===== config.mk =====
export PLATFORM = sky130hd
export DESIGN_NAME = oicr_regs
export DESIGN_NICKNAME = d
export VERILOG_FILES = /design/src/oicr_pkg.sv /design/src/oicr_regs.sv
export VERILOG_INCLUDE_DIRS = /design/src
export SDC_FILE = /design/constraint.sdc
export NUM_CORES = 1
export LEC_CHECK = 0
export ABC_AREA = 1
export BUFFER_PORTS_ARGS = -buffer_cell sky130_fd_sc_hd__buf_2
export CAP_MARGIN = 0
export CELL_PAD_IN_SITES_DETAIL_PLACEMENT = 0
export CELL_PAD_IN_SITES_GLOBAL_PLACEMENT = 1
export CORE_ASPECT_RATIO = 2
export CORE_MARGIN = 1.5
export CORE_UTILIZATION = 32
export DETAILED_ROUTE_END_ITERATION = 10
export PLACE_DENSITY_LB_ADDON = 0.2
export REMOVE_ABC_BUFFERS = 1
export SLEW_MARGIN = 30
export SYNTH_ARGS = -nofsm -noshare
export SYNTH_HDL_FRONTEND = slang
export SYNTH_SLANG_ARGS = --single-unit

===== constraint.sdc =====
create_clock -name clk_sys -period 1 [get_ports clk_sys]
set_clock_uncertainty 0.05 [all_clocks]
set_input_delay 0.2 -clock clk_sys [delete_from_list [all_inputs] [get_ports clk_sys]]
set_output_delay 0.2 -clock clk_sys [all_outputs]
set_load 0.02 [all_outputs]

===== src/oicr_defines.svh =====
// Offsets, field positions and reset values of the control register pair
`ifndef OICR_DEFINES_SVH
`define OICR_DEFINES_SVH
// ==========================================
// Register offsets
`define OICR_OFS_IO_CONFIGURATION_TWO 8'h01
`define OICR_OFS_OPERATION_CONTROL 8'h02
// ==========================================
// Reset values
`define OICR_RST_IO_CONFIGURATION_TWO 8'h00
`define OICR_RST_OPERATION_CONTROL 8'h00
// ==========================================
// Second I/O register fields
`define OICR_IO_LOW_SUPPLY 7
`define OICR_IO_REG_OFF 6
`define OICR_IO_TUNING_EN 5
`define OICR_IO_PD_SELECTED 4
`define OICR_IO_PD_DESELECTED 3
`define OICR_IO_PAD_DRIVE 2
`define OICR_IO_MOD_REG_REF 1
`define OICR_IO_ACTIVE_SINK 0
// ==========================================
// Operation register fields
`define OICR_OP_READY 7
`define OICR_OP_RX_ON 6
`define OICR_OP_SINGLE_CH 5
`define OICR_OP_MANUAL_PICK 4
`define OICR_OP_TX_ON 3
`define OICR_OP_WAKEUP 2
`define OICR_OP_FD_HI 1
`define OICR_OP_FD_LO 0
`endif


===== src/oicr_pkg.sv =====
// Types shared by the control register pair and its users
package oicr_pkg;
	typedef logic [7:0] oicr_byte_t;

	// Register port request from the serial host interface
	typedef struct packed {
		logic wr;
		logic rd;
		oicr_byte_t addr;
		oicr_byte_t wdata;
	} oicr_req_s;

	// Field detector modes
	typedef enum logic [1:0] {
		OICR_FD_OFF,
		OICR_FD_COLLISION,
		OICR_FD_PEER,
		OICR_FD_AUTO
	} oicr_fd_e;

	// Receive path steering
	typedef struct packed {
		logic rx_on;
		logic am_on;
		logic pm_on;
		logic auto_sel;
	} oicr_rx_s;
endpackage


===== src/oicr_regs.sv =====
// Operation control and second I/O configuration registers
`include "oicr_defines.svh"
module oicr_regs (
	input wire logic clk_sys,
	input wire logic rst,
	input wire logic soft_rst,
	input wire oicr_pkg::oicr_req_s req,
	input wire logic field_on_cmd,
	input wire logic tx_finished,
	input wire logic active_peer_mode,
	input wire logic channel_choice,
	input wire logic spi_mode,
	input wire logic chip_select_line,
	input wire logic data_out_driven,
	output logic rd_valid,
	output oicr_pkg::oicr_byte_t rd_data,
	output logic osc_regulator_on,
	output oicr_pkg::oicr_rx_s rx_ctl,
	output logic rx_manual_channel,
	output logic tx_on,
	output logic wakeup_mode_on,
	output oicr_pkg::oicr_fd_e field_detector_mode,
	output logic low_power_initial,
	output logic tuning_dac_run,
	output logic tuning_hold_fixed,
	output logic data_out_pulldown,
	output logic pad_drive_high,
	output logic low_supply_select,
	output logic digital_regulator_off,
	output logic modulation_regulator_reference,
	output logic active_sink_on
);
	import oicr_pkg::*;

	// ==========================================
	// Storage
	oicr_byte_t io_configuration_two;
	oicr_byte_t operation_control;
	logic ready_seen;
	logic cs_meta;
	logic cs_sync;

	// ==========================================
	// Decode
	wire logic hit_io = req.addr == `OICR_OFS_IO_CONFIGURATION_TWO;
	wire logic hit_op = req.addr == `OICR_OFS_OPERATION_CONTROL;
	wire logic wr_io = req.wr && hit_io;
	wire logic wr_op = req.wr && hit_op;
	wire oicr_byte_t next_rd_data = hit_io ? io_configuration_two :
		hit_op ? operation_control : 8'h00;

	// Hardware set wins over host write and self clear
	wire logic tx_self_clear = tx_finished && active_peer_mode;
	wire logic next_tx_bit = field_on_cmd ? 1'b1 :
		tx_self_clear ? 1'b0 :
		wr_op ? req.wdata[`OICR_OP_TX_ON] :
		operation_control[`OICR_OP_TX_ON];

	oicr_byte_t next_operation_control;
	always_comb begin
		next_operation_control = wr_op ? req.wdata : operation_control;
		next_operation_control[`OICR_OP_TX_ON] = next_tx_bit;
	end

	wire oicr_byte_t op = operation_control;
	wire oicr_byte_t io = io_configuration_two;
	wire logic ready = op[`OICR_OP_READY];
	wire logic single_ch = op[`OICR_OP_SINGLE_CH];
	wire logic rx_enable = op[`OICR_OP_RX_ON];
	wire logic next_am = rx_enable && (!single_ch || !channel_choice);
	wire logic next_pm = rx_enable && (!single_ch || channel_choice);
	wire logic next_auto = rx_enable && !single_ch &&
		!op[`OICR_OP_MANUAL_PICK];
	wire logic next_low_power = op[1:0] != 2'b00 && op[7:2] == 6'h00;
	wire logic tuning_en = io[`OICR_IO_TUNING_EN];
	wire logic next_pd = spi_mode &&
		((!cs_sync && !data_out_driven && io[`OICR_IO_PD_SELECTED]) ||
		(cs_sync && io[`OICR_IO_PD_DESELECTED]));

	// ==========================================
	// Registers
	always_ff @(posedge clk_sys) begin
		if (rst) begin
			operation_control <= `OICR_RST_OPERATION_CONTROL;
		end else begin
			operation_control <= next_operation_control;
		end
	end

	always_ff @(posedge clk_sys) begin
		if (rst || soft_rst) begin
			io_configuration_two <= `OICR_RST_IO_CONFIGURATION_TWO;
		end else if (wr_io) begin
			io_configuration_two <= req.wdata;
		end
	end

	// Remembers ready mode since power-up
	always_ff @(posedge clk_sys) begin
		if (rst) begin
			ready_seen <= 1'b0;
		end else if (ready) begin
			ready_seen <= 1'b1;
		end
	end

	always_ff @(posedge clk_sys) begin
		if (rst) begin
			cs_meta <= 1'b1;
			cs_sync <= 1'b1;
		end else begin
			cs_meta <= chip_select_line;
			cs_sync <= cs_meta;
		end
	end

	always_ff @(posedge clk_sys) begin
		if (rst) begin
			rd_valid <= 1'b0;
			rd_data <= 8'h00;
		end else begin
			rd_valid <= req.rd;
			rd_data <= req.rd ? next_rd_data : 8'h00;
		end
	end

	// ==========================================
	// Control outputs
	always_ff @(posedge clk_sys) begin
		if (rst) begin
			osc_regulator_on <= 1'b0;
			rx_ctl <= '0;
			rx_manual_channel <= 1'b0;
			tx_on <= 1'b0;
			wakeup_mode_on <= 1'b0;
			field_detector_mode <= OICR_FD_OFF;
			low_power_initial <= 1'b0;
		end else begin
			osc_regulator_on <= ready;
			rx_ctl <= '{rx_enable, next_am, next_pm, next_auto};
			rx_manual_channel <= channel_choice;
			tx_on <= op[`OICR_OP_TX_ON];
			wakeup_mode_on <= op[`OICR_OP_WAKEUP];
			field_detector_mode <= oicr_fd_e'(op[1:0]);
			low_power_initial <= next_low_power;
		end
	end

	always_ff @(posedge clk_sys) begin
		if (rst) begin
			tuning_dac_run <= 1'b0;
			tuning_hold_fixed <= 1'b0;
			data_out_pulldown <= 1'b0;
			pad_drive_high <= 1'b0;
			low_supply_select <= 1'b0;
			digital_regulator_off <= 1'b0;
			modulation_regulator_reference <= 1'b0;
			active_sink_on <= 1'b0;
		end else begin
			tuning_dac_run <= tuning_en && ready;
			tuning_hold_fixed <= tuning_en && !ready && ready_seen;
			data_out_pulldown <= next_pd;
			pad_drive_high <= io[`OICR_IO_PAD_DRIVE];
			low_supply_select <= io[`OICR_IO_LOW_SUPPLY];
			digital_regulator_off <= io[`OICR_IO_REG_OFF];
			modulation_regulator_reference <= io[`OICR_IO_MOD_REG_REF];
			active_sink_on <= io[`OICR_IO_ACTIVE_SINK];
		end
	end
endmodule


# ---- After elaboration in Yosys (flattened, before gate mapping)
# Index checks and enable logic that the tools add are counted.
dict set report totals {
  ff_bits 47
  elab_cells 63
}
dict set report op_classes {
  muxes 5
  n_reduce_logical 29
  n_bitwise 1
  eq_ne 2
}
# op n
set ops {}
lappend ops {{8-bit 2-to-1 mux} 2}
lappend ops {{1-bit logical AND} 15}
lappend ops {{8-bit by 1-bit == test with 1-bit output, second input constant} 1}
lappend ops {{8-bit by 2-bit == test with 1-bit output, second input constant} 1}
lappend ops {{1-bit logical NOT} 6}
lappend ops {{6-bit logical NOT} 1}
lappend ops {{1-bit logical OR} 4}
lappend ops {{1-bit 2-to-1 mux} 3}
lappend ops {{3-bit nonzero test} 1}
lappend ops {{2-bit nonzero test} 1}
lappend ops {{2-bit OR reduction} 1}
lappend ops {{1-bit NOT} 1}

# ---- Depth between registers and ports, before layout
# Gate-level depths: netlist of run 1.
dict set report depth {
  depth_word 5
  mapped_depth 7
}

# ---- Worst setup path after synthesis of run 1
# Ideal clock, no wire load.
dict set report synth_timing {
  path_type {input -> register}
  startpoint {in req[10] in the netlist's numbering}
  endpoint {reg io_configuration_two[0], in the netlist io[0]}
  path_stages 6
  required_time_ps 834
  arrival_ps 835
  slack_ps -1
  path_cell_list {inv_1 nand2_2 nor3_2 nand3_2 o21ai_0 nor2_1}
}
dict set report synth_via {
  elab_chain_cells 2
}
# element line
set synth_rtl {}
lappend synth_rtl {{start, declared} oicr_regs.sv:7} ;# input wire oicr_pkg::oicr_req_s req,
lappend synth_rtl {{8-bit by 1-bit == test with 1-bit output (no source line)} --}
lappend synth_rtl {{1-bit logical AND} oicr_regs.sv:47} ;# wire logic wr_io = req.wr && hit_io;
lappend synth_rtl {{end signal, assigned} oicr_regs.sv:92} ;# io_configuration_two <= `OICR_RST_IO_CONFIGURATION_TWO;
lappend synth_rtl {{end signal, assigned} oicr_regs.sv:94} ;# io_configuration_two <= req.wdata;
lappend synth_rtl {{end, declared} oicr_regs.sv:37} ;# oicr_byte_t io_configuration_two;
# Every way passes these cells.
# A chain may end at the register's enable or synchronous reset.

# ---- Worst setup path after layout of run 1
dict set report layout_timing {
  startpoint {reg pad_drive_high}
  endpoint {out pad_drive_high}
}
# element line
set layout_rtl {}
lappend layout_rtl {{start, declared} oicr_regs.sv:27} ;# output logic pad_drive_high,
lappend layout_rtl {{start signal, assigned} oicr_regs.sv:163} ;# pad_drive_high <= io[`OICR_IO_PAD_DRIVE];
# No word-level cell between the ends.

==> run_summary.xml, run 1 <==
<?xml version="1.0" encoding="UTF-8"?>
<metrics>
  <group name="run">
    <metric name="maxCapViolCount" unit="">0</metric>
  </group>
  <group name="timing">
    <metric name="clock.fmax" unit="GHz">1.013</metric>
    <metric name="worstMarginPinSlew" unit="ns">0.2599</metric>
    <metric name="final_min_period_over_clock_period" unit="%">98.73</metric>
    <metric name="finalHoldViolCount" unit="">0</metric>
    <metric name="final_setup_viols" unit="">0</metric>
    <metric name="period_needed" unit="ns">0.9873</metric>
    <metric name="finalMaxSlewViolations" unit="">0</metric>
    <metric name="tns" unit="ns">0</metric>
    <metric name="grt_setup_unrepaired" unit="">true</metric>
    <metric name="maxSlewHeadroom" unit="%">82.58</metric>
  </group>
  <group name="power">
    <metric name="leakage" unit="µW">0.001033</metric>
    <metric name="power.density_cell_area" unit="nW/µm²">1331</metric>
    <metric name="irDropWorstVdd" unit="mV">1.108</metric>
  </group>
  <group name="global_routing">
    <metric name="track_usage" unit="%">14.67</metric>
    <metric name="grt_pass1_wl" unit="µm">6065</metric>
    <metric name="grt_start_max_net_pins" unit="">15</metric>
    <metric name="total_gr_overflow" unit="">0</metric>
    <metric name="grt_pass1_vias" unit="">1338</metric>
    <metric name="antenna_violations_before_repair" unit="">0</metric>
  </group>
  <group name="worst_setup_path">
    <metric name="timing.critical_path.fanout_max" unit="">1</metric>
    <metric name="worstPathBufferInverterCount" unit="">1</metric>
    <metric name="kind_of_end_point_of_the_critical_path" unit="">primary output</metric>
    <metric name="logic_depth_of_the_worst_register_to_register_path" unit="">4</metric>
    <metric name="rr_startpoint" unit="">op[1]$_SDFFE_PP0P_</metric>
    <metric name="worst_ep_required_time" unit="ns">0.75</metric>
    <metric name="arrival" unit="ns">0.74</metric>
    <metric name="worst_path_max_delay_cell" unit="">dfxtp_2</metric>
    <metric name="cp-start-kind" unit="">flip-flop</metric>
    <metric name="path_delay_family" unit="">flip-flops</metric>
    <metric name="regToRegSetupSlack" unit="ns">0.05</metric>
    <metric name="criticalPathCategory" unit="">flip-flop to primary output</metric>
    <metric name="cp_cell_sequence" unit="">buf_6</metric>
    <metric name="reg2reg_end" unit="">low_power_initial$_SDFF_PP0_</metric>
    <metric name="worst_path_largest_cell_delay" unit="ns">0.33</metric>
  </group>
  <group name="final_layout">
    <metric name="mostFrequentLayoutCells" unit="">31 x nor2_1, 29 x dfxtp_2, 28 x buf_6</metric>
    <metric name="layout_commonest_cell" unit="">nor2_1</metric>
    <metric name="final_core_utilization" unit="%">47.84</metric>
    <metric name="diodes_inserted" unit="">0</metric>
    <metric name="nNetsFinal" unit="">290</metric>
    <metric name="area_growth" unit="%">46.39</metric>
    <metric name="layout-drive-gt1-share" unit="%">53.44</metric>
  </group>
  <group name="min_path">
    <metric name="holdCritStartpoint" unit="">channel_choice</metric>
    <metric name="timing.hold.worst_endpoint" unit="">rx_ctl[2]$_SDFF_PP0_</metric>
    <metric name="hold_depth" unit="">2</metric>
    <metric name="min_path_type" unit="">input port to flip-flop</metric>
  </group>
  <group name="detailed_routing">
    <metric name="routedWlPerCell" unit="µm">11.62</metric>
    <metric name="drt-initial-drc-count" unit="">24</metric>
    <metric name="remaining_drc_errors" unit="">0</metric>
    <metric name="ant_nets" unit="">0</metric>
    <metric name="viasPerCell" unit="">4.369</metric>
    <metric name="route.final.wire_length" unit="µm">3719</metric>
    <metric name="vias" unit="">1398</metric>
    <metric name="drt_pass_1_iters" unit="">2</metric>
  </group>
  <group name="placed_design">
    <metric name="port-buffer-count" unit="">55</metric>
    <metric name="gp_routability_congestion" unit="">0.7786</metric>
    <metric name="dpl.hpwl" unit="µm">2813</metric>
  </group>
  <group name="synthesis">
    <metric name="ys_ff_latch" unit="">47</metric>
    <metric name="syn_area_per_cell" unit="µm²">8.852</metric>
    <metric name="number_of_instances_in_the_synthesized_netlist" unit="">188</metric>
    <metric name="synthArstFlopShare" unit="%">0</metric>
    <metric name="synth_warnings" unit="">0</metric>
    <metric name="proportion_of_synthesized_chip_area_in_sequential_cells" unit="%">56.54</metric>
    <metric name="synth_area" unit="µm²">1664</metric>
    <metric name="synth-main-ff-cell" unit="">dfxtp_1</metric>
    <metric name="yosysUniqueCellTypes" unit="">27</metric>
    <metric name="synth_enable_flop_cells" unit="">0</metric>
  </group>
  <group name="floorplanning">
    <metric name="fp.dieW" unit="µm">53.99</metric>
    <metric name="floorplan.core_area" unit="µm²">5092</metric>
    <metric name="floorplan.io_pins" unit="">56</metric>
    <metric name="floorplan.initialDensity" unit="%">32.68</metric>
    <metric name="die_y" unit="µm">105.0</metric>
    <metric name="die_area" unit="µm²">5668</metric>
    <metric name="core.rowCount" unit="">37</metric>
  </group>
  <group name="clock_tree">
    <metric name="cts.htree.levels" unit="">2</metric>
    <metric name="cts_hold_buf" unit="">0</metric>
    <metric name="cts_buffers" unit="">5</metric>
    <metric name="clkSlewWorstSetupHoldPaths" unit="ns">0.08</metric>
    <metric name="clock_latency_at_the_later_pin_of_the_worst_skew_pair" unit="ns">0.29</metric>
    <metric name="cts_sinks" unit="">47</metric>
    <metric name="post-cts-setup-buffers" unit="">0</metric>
    <metric name="ctsRootBufferMaster" unit="">clkbuf_8</metric>
    <metric name="clock_tree.buffer_depth" unit="">2</metric>
    <metric name="cts_tree" unit="">done</metric>
  </group>
  <group name="outcome">
    <metric name="outcome" unit="">finished, final reports clean</metric>
  </group>
</metrics>
[where the power goes]
part	total [µW]	switching (µW)	leakage (µW)	internal, µW
sequential	1890	9.50	0.000394	1880
combinational	215	109	0.000592	105
clock	1130	591	0.0000470	543
total	3240	710	0.00103	2530
[layer usage]
| metal | global-route usage, % | part of all wire [%] | wire length [µm] |
|---|---|---|---|
| met1 | 14.89 | 37 | 1376 |
| met2 | 26.92 | 58 | 2157 |
| met3 | 3.143 | 3.6 | 134 |
| met4 | 5.893 | 1.4 | 51 |
| met5 | 0 | 0 | 0 |
[sequential cells by signal, summed over array words and instances, names as in the netlist, 2 cells and up]
| register | cells |
|---|---|
| rd_data | 8 |
| rx_ctl | 4 |
| op | 8 |
| field_detector_mode | 2 |
| io | 8 |
[metrics by stage]
| step | instances | power, µW | hold WS (ns) | instance area, µm² | setup slack, ns |
|---|---|---|---|---|---|
| after global placement | 313 | 2141 | 0.3375 | 2116 | -0.3022 |
| after CTS | 320 | 3270 | 0.03397 | 2332 | 0.0008153 |
| after detailed placement | 313 | 2142 | 0.3432 | 2116 | -0.3152 |
| final | 320 | 3243 | 0.03981 | 2436 | 0.01267 |
| after global routing | 320 | 3387 | 0.03727 | 2436 | -0.02122 |
| after floorplan | 184 | 2011 | 0.2191 | 1623 | -0.009430 |
[how the worst max path moves through the flow]
stage | from | to | slack, ns | cells after the start
2_1_floorplan | req[14] | op[0]$_SDFFE_PP0P_ | -0.009 | 6
3_3_place_gp | req[12] | op[6]$_SDFFE_PP0P_ | -0.30 | 7
3_5_place_dp | req[12] | op[6]$_SDFFE_PP0P_ | -0.32 | 7
4_1_cts | active_sink_on$_SDFF_PP0_ | active_sink_on | 0.0008 | 1
5_1_grt | pad_drive_high$_SDFF_PP0_ | pad_drive_high | -0.02 | 1
6_report | pad_drive_high$_SDFF_PP0_ | pad_drive_high | 0.01 | 1
[layout make-up]
cell class	count	area (µm²)
multi-input combinational	110	596.8
timing repair buffer	71	595.6
clock inverter	1	5.005
tap	58	72.57
fill	520	2656
clock buffer	6	82.58
inverter	27	106.4
sequential	47	977.2
[cells in the mapped netlist, types with 3 or more instances]
cell type / instances / area [µm²]
nand2_1: 16 / 60.06
a21oi_1: 12 / 60.06
nand2_2: 10 / 62.56
o21ai_1: 4 / 20.02
a21oi_2: 8 / 70.07
inv_1: 23 / 86.33
dfxtp_1: 47 / 940.9
nor2_1: 32 / 120.1
o21ai_0: 10 / 50.05
inv_2: 3 / 11.26
[timing repair]
item,4_1_cts,5_1_grt
gates cloned,0,0
resized for setup,48,42
pin swaps,0,2
setup endpoints to repair,29,37
[cell families (layout without fill, tap and decap cells)]
| kind of cell | count (synthesis) | after routing | share of synthesized area (%) |
|---|---|---|---|
| compound gates | 36 | 36 | 13.01 |
| buf+inv | 31 | 105 | 8.872 |
| flops | 47 | 47 | 56.54 |
| simple gates | 74 | 74 | 21.58 |
Power figures use the tool's default switching activity.
==> run 2, diff against run 1 <==
--- a/config.mk
+++ b/config.mk
@@ -12,7 +12,7 @@
 export CELL_PAD_IN_SITES_DETAIL_PLACEMENT = 0
 export CELL_PAD_IN_SITES_GLOBAL_PLACEMENT = 1
 export CORE_ASPECT_RATIO = 2
-export CORE_MARGIN = 1.5
+export CORE_MARGIN = 10
 export CORE_UTILIZATION = 32
 export DETAILED_ROUTE_END_ITERATION = 10
 export PLACE_DENSITY_LB_ADDON = 0.2
==> run 2 against run 1 <==
Cell area rose by 2.0%. Register-to-register slack improved by 0.04 ns. Count of clock-buffer cells in the layout rose by 1. Power fell by 0.79%. Worst hold slack got worse by 0.0093 ns. Utilization rose by 0.93 points. Sequential power barely moved. Critical path type unchanged. Critical endpoint is now rd_data[5]. First-iteration DRC count rose by 46%. Routed wire length rose by 16%. Non-clock buffer count rose by 3. Global-route usage fell by 4.9 points.
==> run_summary.xml, run 2 (synthesized netlist as in run 1, its figures left out) <==
<?xml version="1.0" encoding="UTF-8"?>
<metrics>
  <group name="outcome">
    <metric name="outcome" unit="">finished, final reports clean</metric>
  </group>
  <group name="timing">
    <metric name="maxSlewHeadroom" unit="%">83.39</metric>
    <metric name="grt_setup_unrepaired" unit="">true</metric>
    <metric name="final.setup.worst_slack" unit="ns">0.004847</metric>
    <metric name="period_needed" unit="ns">0.9952</metric>
    <metric name="finalMaxSlewViolations" unit="">0</metric>
    <metric name="finalHoldViolCount" unit="">0</metric>
    <metric name="worstMarginPinSlew" unit="ns">0.2489</metric>
    <metric name="final_setup_viols" unit="">0</metric>
    <metric name="clock.fmax" unit="GHz">1.005</metric>
    <metric name="final_min_period_over_clock_period" unit="%">99.52</metric>
  </group>
  <group name="clock_tree">
    <metric name="clock_latency_at_the_later_pin_of_the_worst_skew_pair" unit="ns">0.29</metric>
    <metric name="cts_sinks" unit="">47</metric>
    <metric name="cts_hold_buf" unit="">0</metric>
    <metric name="ctsRootBufferMaster" unit="">clkbuf_8</metric>
    <metric name="cts_tree" unit="">done</metric>
    <metric name="clock_tree.buffer_depth" unit="">2</metric>
    <metric name="cts.htree.levels" unit="">2</metric>
    <metric name="clkSlewWorstSetupHoldPaths" unit="ns">0.08</metric>
    <metric name="cts_buffers" unit="">5</metric>
    <metric name="post-cts-setup-buffers" unit="">0</metric>
  </group>
  <group name="worst_setup_path">
    <metric name="logic_depth_of_the_worst_register_to_register_path" unit="">3</metric>
    <metric name="cp_cell_sequence" unit="">buf_6</metric>
    <metric name="worstPathBufferInverterCount" unit="">1</metric>
    <metric name="worst_path_max_delay_cell" unit="">dfxtp_2</metric>
    <metric name="timing.critical_path.fanout_max" unit="">1</metric>
    <metric name="reg2reg_end" unit="">low_power_initial$_SDFF_PP0_</metric>
    <metric name="path_delay_family" unit="">flip-flops</metric>
    <metric name="kind_of_end_point_of_the_critical_path" unit="">primary output</metric>
    <metric name="regToRegSetupSlack" unit="ns">0.09</metric>
    <metric name="criticalPathCategory" unit="">flip-flop to primary output</metric>
    <metric name="worst_ep_required_time" unit="ns">0.75</metric>
    <metric name="cp-start-kind" unit="">flip-flop</metric>
    <metric name="timing.critical_path.from" unit="">rd_data[5]$_SDFF_PP0_</metric>
    <metric name="arrival" unit="ns">0.75</metric>
    <metric name="rr_startpoint" unit="">op[6]$_SDFFE_PP0P_</metric>
    <metric name="critical_path_cell_count" unit="">1</metric>
    <metric name="worst_path_largest_cell_delay" unit="ns">0.33</metric>
  </group>
  <group name="floorplanning">
    <metric name="fp.dieW" unit="µm">70.99</metric>
    <metric name="floorplan.core_area" unit="µm²">5092</metric>
    <metric name="die_area" unit="µm²">8659</metric>
    <metric name="die_y" unit="µm">122.0</metric>
    <metric name="core.rowCount" unit="">37</metric>
    <metric name="floorplan.initialDensity" unit="%">32.68</metric>
    <metric name="floorplan.io_pins" unit="">56</metric>
  </group>
  <group name="final_layout">
    <metric name="postLayoutCellArea" unit="µm²">2484</metric>
    <metric name="layout-drive-gt1-share" unit="%">54.51</metric>
    <metric name="diodes_inserted" unit="">0</metric>
    <metric name="final_core_utilization" unit="%">48.77</metric>
    <metric name="nNetsFinal" unit="">293</metric>
    <metric name="mostFrequentLayoutCells" unit="">31 x nor2_1, 30 x dfxtp_2, 28 x buf_6</metric>
    <metric name="layout_commonest_cell" unit="">nor2_1</metric>
    <metric name="area_growth" unit="%">49.25</metric>
  </group>
  <group name="power">
    <metric name="cell_internal_pwr" unit="µW">2488</metric>
    <metric name="comb_power_share" unit="%">7.0</metric>
    <metric name="total_power" unit="µW">3217</metric>
    <metric name="power.share.clock" unit="%">34.1</metric>
    <metric name="irDropWorstVdd" unit="mV">1.089</metric>
    <metric name="switchingPower" unit="µW">728.9</metric>
    <metric name="power.density_cell_area" unit="nW/µm²">1295</metric>
    <metric name="power.share.sequential" unit="%">58.9</metric>
    <metric name="leakage" unit="µW">0.001056</metric>
    <metric name="p_sw_share" unit="%">22.66</metric>
  </group>
  <group name="detailed_routing">
    <metric name="route.final.wire_length" unit="µm">4298</metric>
    <metric name="ant_nets" unit="">0</metric>
    <metric name="viasPerCell" unit="">4.429</metric>
    <metric name="drt-initial-drc-count" unit="">35</metric>
    <metric name="routedWlPerCell" unit="µm">13.27</metric>
    <metric name="remaining_drc_errors" unit="">0</metric>
    <metric name="drt_pass_1_iters" unit="">4</metric>
    <metric name="vias" unit="">1435</metric>
  </group>
  <group name="global_routing">
    <metric name="grt_start_max_net_pins" unit="">14</metric>
    <metric name="grt_pass1_vias" unit="">1467</metric>
    <metric name="track_usage" unit="%">9.772</metric>
    <metric name="antenna_violations_before_repair" unit="">0</metric>
    <metric name="grt_pass1_wl" unit="µm">6872</metric>
    <metric name="total_gr_overflow" unit="">0</metric>
  </group>
  <group name="placed_design">
    <metric name="gp_routability_congestion" unit="">0.7663</metric>
    <metric name="port-buffer-count" unit="">55</metric>
    <metric name="dpl.hpwl" unit="µm">3359</metric>
    <metric name="dpl-instance-area" unit="µm²">2163</metric>
    <metric name="place_ws" unit="ns">-0.2944</metric>
  </group>
  <group name="min_path">
    <metric name="timing.hold.worst_endpoint" unit="">cs_meta$_SDFF_PP1_</metric>
    <metric name="holdCritStartpoint" unit="">chip_select_line</metric>
    <metric name="min_path_type" unit="">input port to flip-flop</metric>
    <metric name="hold_depth" unit="">2</metric>
  </group>
  <group name="run">
    <metric name="maxCapViolCount" unit="">0</metric>
  </group>
</metrics>
-- run 2: changes by cell type in the layout (fill, tap and decap cells not counted), sizes merged --
cell    change
buf         +3
clkbuf      +1
-- run 2: worst max-delay path by stage --
stage | slack (ns) | endpoint
final | 0.005 | rd_data[5]
after CTS | -0.003 | rd_data[5]
after global routing | -0.02 | rd_data[5]
after floorplan | -0.009 | op[0]$_SDFFE_PP0P_
after global placement | -0.26 | io[7]$_SDFFE_PP0P_
after detailed placement | -0.29 | io[7]$_SDFFE_PP0P_
-- run 2: final cells by class --
| type | instances | area, µm² |
|---|---|---|
| sequential | 47 | 978.4 |
| timing repair buffer | 74 | 643.1 |
| clock inverter | 1 | 5.005 |
| tap | 58 | 72.57 |
| multi-input combinational | 110 | 601.8 |
| clock buffer | 7 | 76.32 |
| inverter | 27 | 106.4 |
| fill | 526 | 2609 |
-- run 2: power by group through the flow --
stage | clock, µW | combinational [µW] | sequential, µW
floorplan | 0 | 67.3 | 1940
global placement | 0 | 214 | 1940
detailed placement | 0 | 216 | 1940
CTS | 1130 | 223 | 1890
global route | 1200 | 250 | 1900
finish | 1100 | 226 | 1890
-- run 2: metal layers --
metal,wire (µm),vias to the layer above,global-route usage (%)
met5,0,-,0
met4,72,0,3.893
met3,269,5,3.580
met2,2382,42,18.90
met1,1573,647,8.718
li1,-,741,-
-- run 2: timing repair --
item | 4_1_cts | 5_1_grt
pin swaps | 0 | 2
resized for setup | 57 | 37
endpoints found under the setup margin | 28 | 39
-- run 2: stage by stage --
stage	hold slack, ns	TNS (ns)	cells
after global routing	0.03169	-0.2345	324
after detailed placement	0.3391	-5.530	316
after floorplan	0.2191	-0.03407	184
final	0.03053	0	324
after CTS	0.02829	-0.006508	324
after global placement	0.3357	-4.895	316
==> run 3, diff against run 2 <==
--- a/config.mk
+++ b/config.mk
@@ -11,7 +11,6 @@
 export CAP_MARGIN = 0
 export CELL_PAD_IN_SITES_DETAIL_PLACEMENT = 0
 export CELL_PAD_IN_SITES_GLOBAL_PLACEMENT = 1
-export CORE_ASPECT_RATIO = 2
 export CORE_MARGIN = 10
 export CORE_UTILIZATION = 32
 export DETAILED_ROUTE_END_ITERATION = 10
==> run 3 against run 2 <==
Cell area shrank 0.76%. Via count shrank 3.4%. Final cell count grew 2.2%. Worst hold slack gained 0.00051 ns. Clock power grew 9%. First-iteration DRC count grew 8.6%. Sequential share of layout area grew 0.25 points. Critical endpoint is now rx_ctl[3]. Non-clock buffer count shrank 5. Count of clock-buffer cells in the layout shrank 1. Global-route usage grew 0.45 points.
==> run_summary.xml, run 3 (synthesized netlist as in run 1, its figures left out) <==
<?xml version="1.0" encoding="UTF-8"?>
<metrics>
  <group name="outcome">
    <metric name="outcome" unit="">finished, final reports clean</metric>
  </group>
  <group name="final_layout">
    <metric name="fillerInstances" unit="">521</metric>
    <metric name="layout-drive-gt1-share" unit="%">54.41</metric>
    <metric name="fin_cells" unit="">331</metric>
    <metric name="area_growth" unit="%">48.12</metric>
    <metric name="postLayoutCellArea" unit="µm²">2465</metric>
    <metric name="nNetsFinal" unit="">288</metric>
    <metric name="diodes_inserted" unit="">0</metric>
    <metric name="multiInputGateArea" unit="µm²">614.3</metric>
    <metric name="layout_commonest_cell" unit="">nor2_1</metric>
    <metric name="seqCellArea" unit="µm²">977.2</metric>
    <metric name="mostFrequentLayoutCells" unit="">31 x nor2_1, 29 x dfxtp_2, 28 x buf_6</metric>
  </group>
  <group name="detailed_routing">
    <metric name="drt_pass_1_iters" unit="">4</metric>
    <metric name="drt-initial-drc-count" unit="">38</metric>
    <metric name="viasPerCell" unit="">4.187</metric>
    <metric name="routedWlPerCell" unit="µm">12.38</metric>
    <metric name="ant_nets" unit="">0</metric>
    <metric name="route.final.wire_length" unit="µm">4098</metric>
    <metric name="vias" unit="">1386</metric>
    <metric name="remaining_drc_errors" unit="">0</metric>
  </group>
  <group name="clock_tree">
    <metric name="cts_sinks" unit="">47</metric>
    <metric name="ctsRootBufferMaster" unit="">clkbuf_8</metric>
    <metric name="cts_buffers" unit="">5</metric>
    <metric name="clock_tree.buffer_depth" unit="">2</metric>
    <metric name="post-cts-setup-buffers" unit="">0</metric>
    <metric name="cts.htree.levels" unit="">2</metric>
    <metric name="clock_latency_at_the_later_pin_of_the_worst_skew_pair" unit="ns">0.30</metric>
    <metric name="cts_tree" unit="">done</metric>
    <metric name="clkSlewWorstSetupHoldPaths" unit="ns">0.09</metric>
    <metric name="cts_hold_buf" unit="">0</metric>
  </group>
  <group name="worst_setup_path">
    <metric name="worst_ep_required_time" unit="ns">0.75</metric>
    <metric name="criticalPathCategory" unit="">flip-flop to primary output</metric>
    <metric name="worstPathBufferInverterCount" unit="">1</metric>
    <metric name="cp_cell_sequence" unit="">buf_6</metric>
    <metric name="worst_path_largest_cell_delay" unit="ns">0.33</metric>
    <metric name="path_delay_family" unit="">flip-flops</metric>
    <metric name="timing.critical_path.fanout_max" unit="">1</metric>
    <metric name="cp-start-kind" unit="">flip-flop</metric>
    <metric name="regToRegSetupSlack" unit="ns">0.04</metric>
    <metric name="kind_of_end_point_of_the_critical_path" unit="">primary output</metric>
    <metric name="arrival" unit="ns">0.75</metric>
    <metric name="worst_path_max_delay_cell" unit="">dfxtp_2</metric>
  </group>
  <group name="floorplanning">
    <metric name="die_area" unit="µm²">8485</metric>
    <metric name="die_y" unit="µm">92.12</metric>
    <metric name="fp.dieW" unit="µm">92.12</metric>
    <metric name="floorplan.initialDensity" unit="%">32.79</metric>
    <metric name="floorplan.io_pins" unit="">56</metric>
    <metric name="core.rowCount" unit="">26</metric>
    <metric name="floorplan.core_area" unit="µm²">5075</metric>
  </group>
  <group name="power">
    <metric name="leakage" unit="µW">0.001032</metric>
    <metric name="power.density_cell_area" unit="nW/µm²">1342</metric>
    <metric name="total_power" unit="µW">3307</metric>
    <metric name="irDropWorstVdd" unit="mV">0.5650</metric>
  </group>
  <group name="timing">
    <metric name="final_min_period_over_clock_period" unit="%">99.89</metric>
    <metric name="grt_setup_unrepaired" unit="">true</metric>
    <metric name="clock.fmax" unit="GHz">1.001</metric>
    <metric name="final_setup_viols" unit="">0</metric>
    <metric name="finalHoldViolCount" unit="">0</metric>
    <metric name="maxSlewHeadroom" unit="%">79.65</metric>
    <metric name="period_needed" unit="ns">0.9989</metric>
    <metric name="finalMaxSlewViolations" unit="">0</metric>
    <metric name="worstMarginPinSlew" unit="ns">0.3048</metric>
  </group>
  <group name="placed_design">
    <metric name="dpl-instance-area" unit="µm²">2116</metric>
    <metric name="dpl.hpwl" unit="µm">3130</metric>
    <metric name="port-buffer-count" unit="">55</metric>
    <metric name="dpl.cell_count" unit="">323</metric>
    <metric name="gp_routability_congestion" unit="">0.7167</metric>
  </group>
  <group name="global_routing">
    <metric name="grt_pass1_wl" unit="µm">6996</metric>
    <metric name="met1_usage" unit="%">11.38</metric>
    <metric name="grt_util_met3" unit="%">5.053</metric>
    <metric name="track_usage" unit="%">10.23</metric>
    <metric name="global_route.peak_usage_layer" unit="">met2</metric>
    <metric name="grt_start_max_net_pins" unit="">16</metric>
    <metric name="antenna_violations_before_repair" unit="">0</metric>
    <metric name="m2_gr_usage" unit="%">16.65</metric>
    <metric name="grt_pass1_vias" unit="">1439</metric>
    <metric name="total_gr_overflow" unit="">0</metric>
  </group>
  <group name="min_path">
    <metric name="min_path_type" unit="">input port to flip-flop</metric>
  </group>
  <group name="run">
    <metric name="maxCapViolCount" unit="">0</metric>
  </group>
</metrics>
[run 3: layout make-up]
cell class | count | area share (%)
Clock inverter | 2 | 0.6599
Inverter | 27 | 4.315
Sequential cell | 47 | 39.64
Clock buffer | 6 | 3.350
Multi-Input combinational cell | 110 | 24.92
Timing Repair Buffer | 69 | 23.55
Tap cell | 70 | 3.553
[run 3: power breakdown]
part           switching (µW)  leakage, µW  total (µW)  internal [µW]
sequential               9.45     0.000394        1890           1880
combinational             113     0.000591         214            101
clock                     634    0.0000474        1200            565
[run 3: path summary, 6_finish.rpt]
path,from,end,cells past startpoint
worst max-delay path,rx_ctl[3]$_SDFF_PP0_,rx_ctl[3],1
worst min register to register,cs_meta$_SDFF_PP1_,cs_sync$_SDFF_PP1_,1
worst min-delay path,chip_select_line,cs_meta$_SDFF_PP1_,2
worst max register to register,op[0]$_SDFFE_PP0P_,low_power_initial$_SDFF_PP0_,4
[run 3: repair_timing]
item,in CTS,in global routing
endpoints found under the hold margin,0,0
gates cloned,0,0
pin swaps,0,2
resized for setup,80,16
endpoints found under the setup margin,29,47
[run 3: per-stage QoR]
stage / setup WS [ns] / hold slack, ns / setup TNS [ns] / utilization (%)
finish: 0.001057 / 0.03105 / 0 / 48.57
global route: -0.03566 / 0.03321 / -0.5728 / 48.57
CTS: -0.01332 / 0.01805 / -0.1311 / 47.73
detailed placement: -0.2978 / 0.3386 / -5.320 / 41.69
global placement: -0.3118 / 0.3386 / -5.136 / 41.69
floorplan: -0.009430 / 0.2191 / -0.03407 / -
[run 3: metal layers]
layer | part of all wire (%) | wire length (µm)
met4 | 0.56 | 23
met3 | 7.5 | 308
met2 | 48 | 1976
met1 | 44 | 1789
met5 | 0 | 0
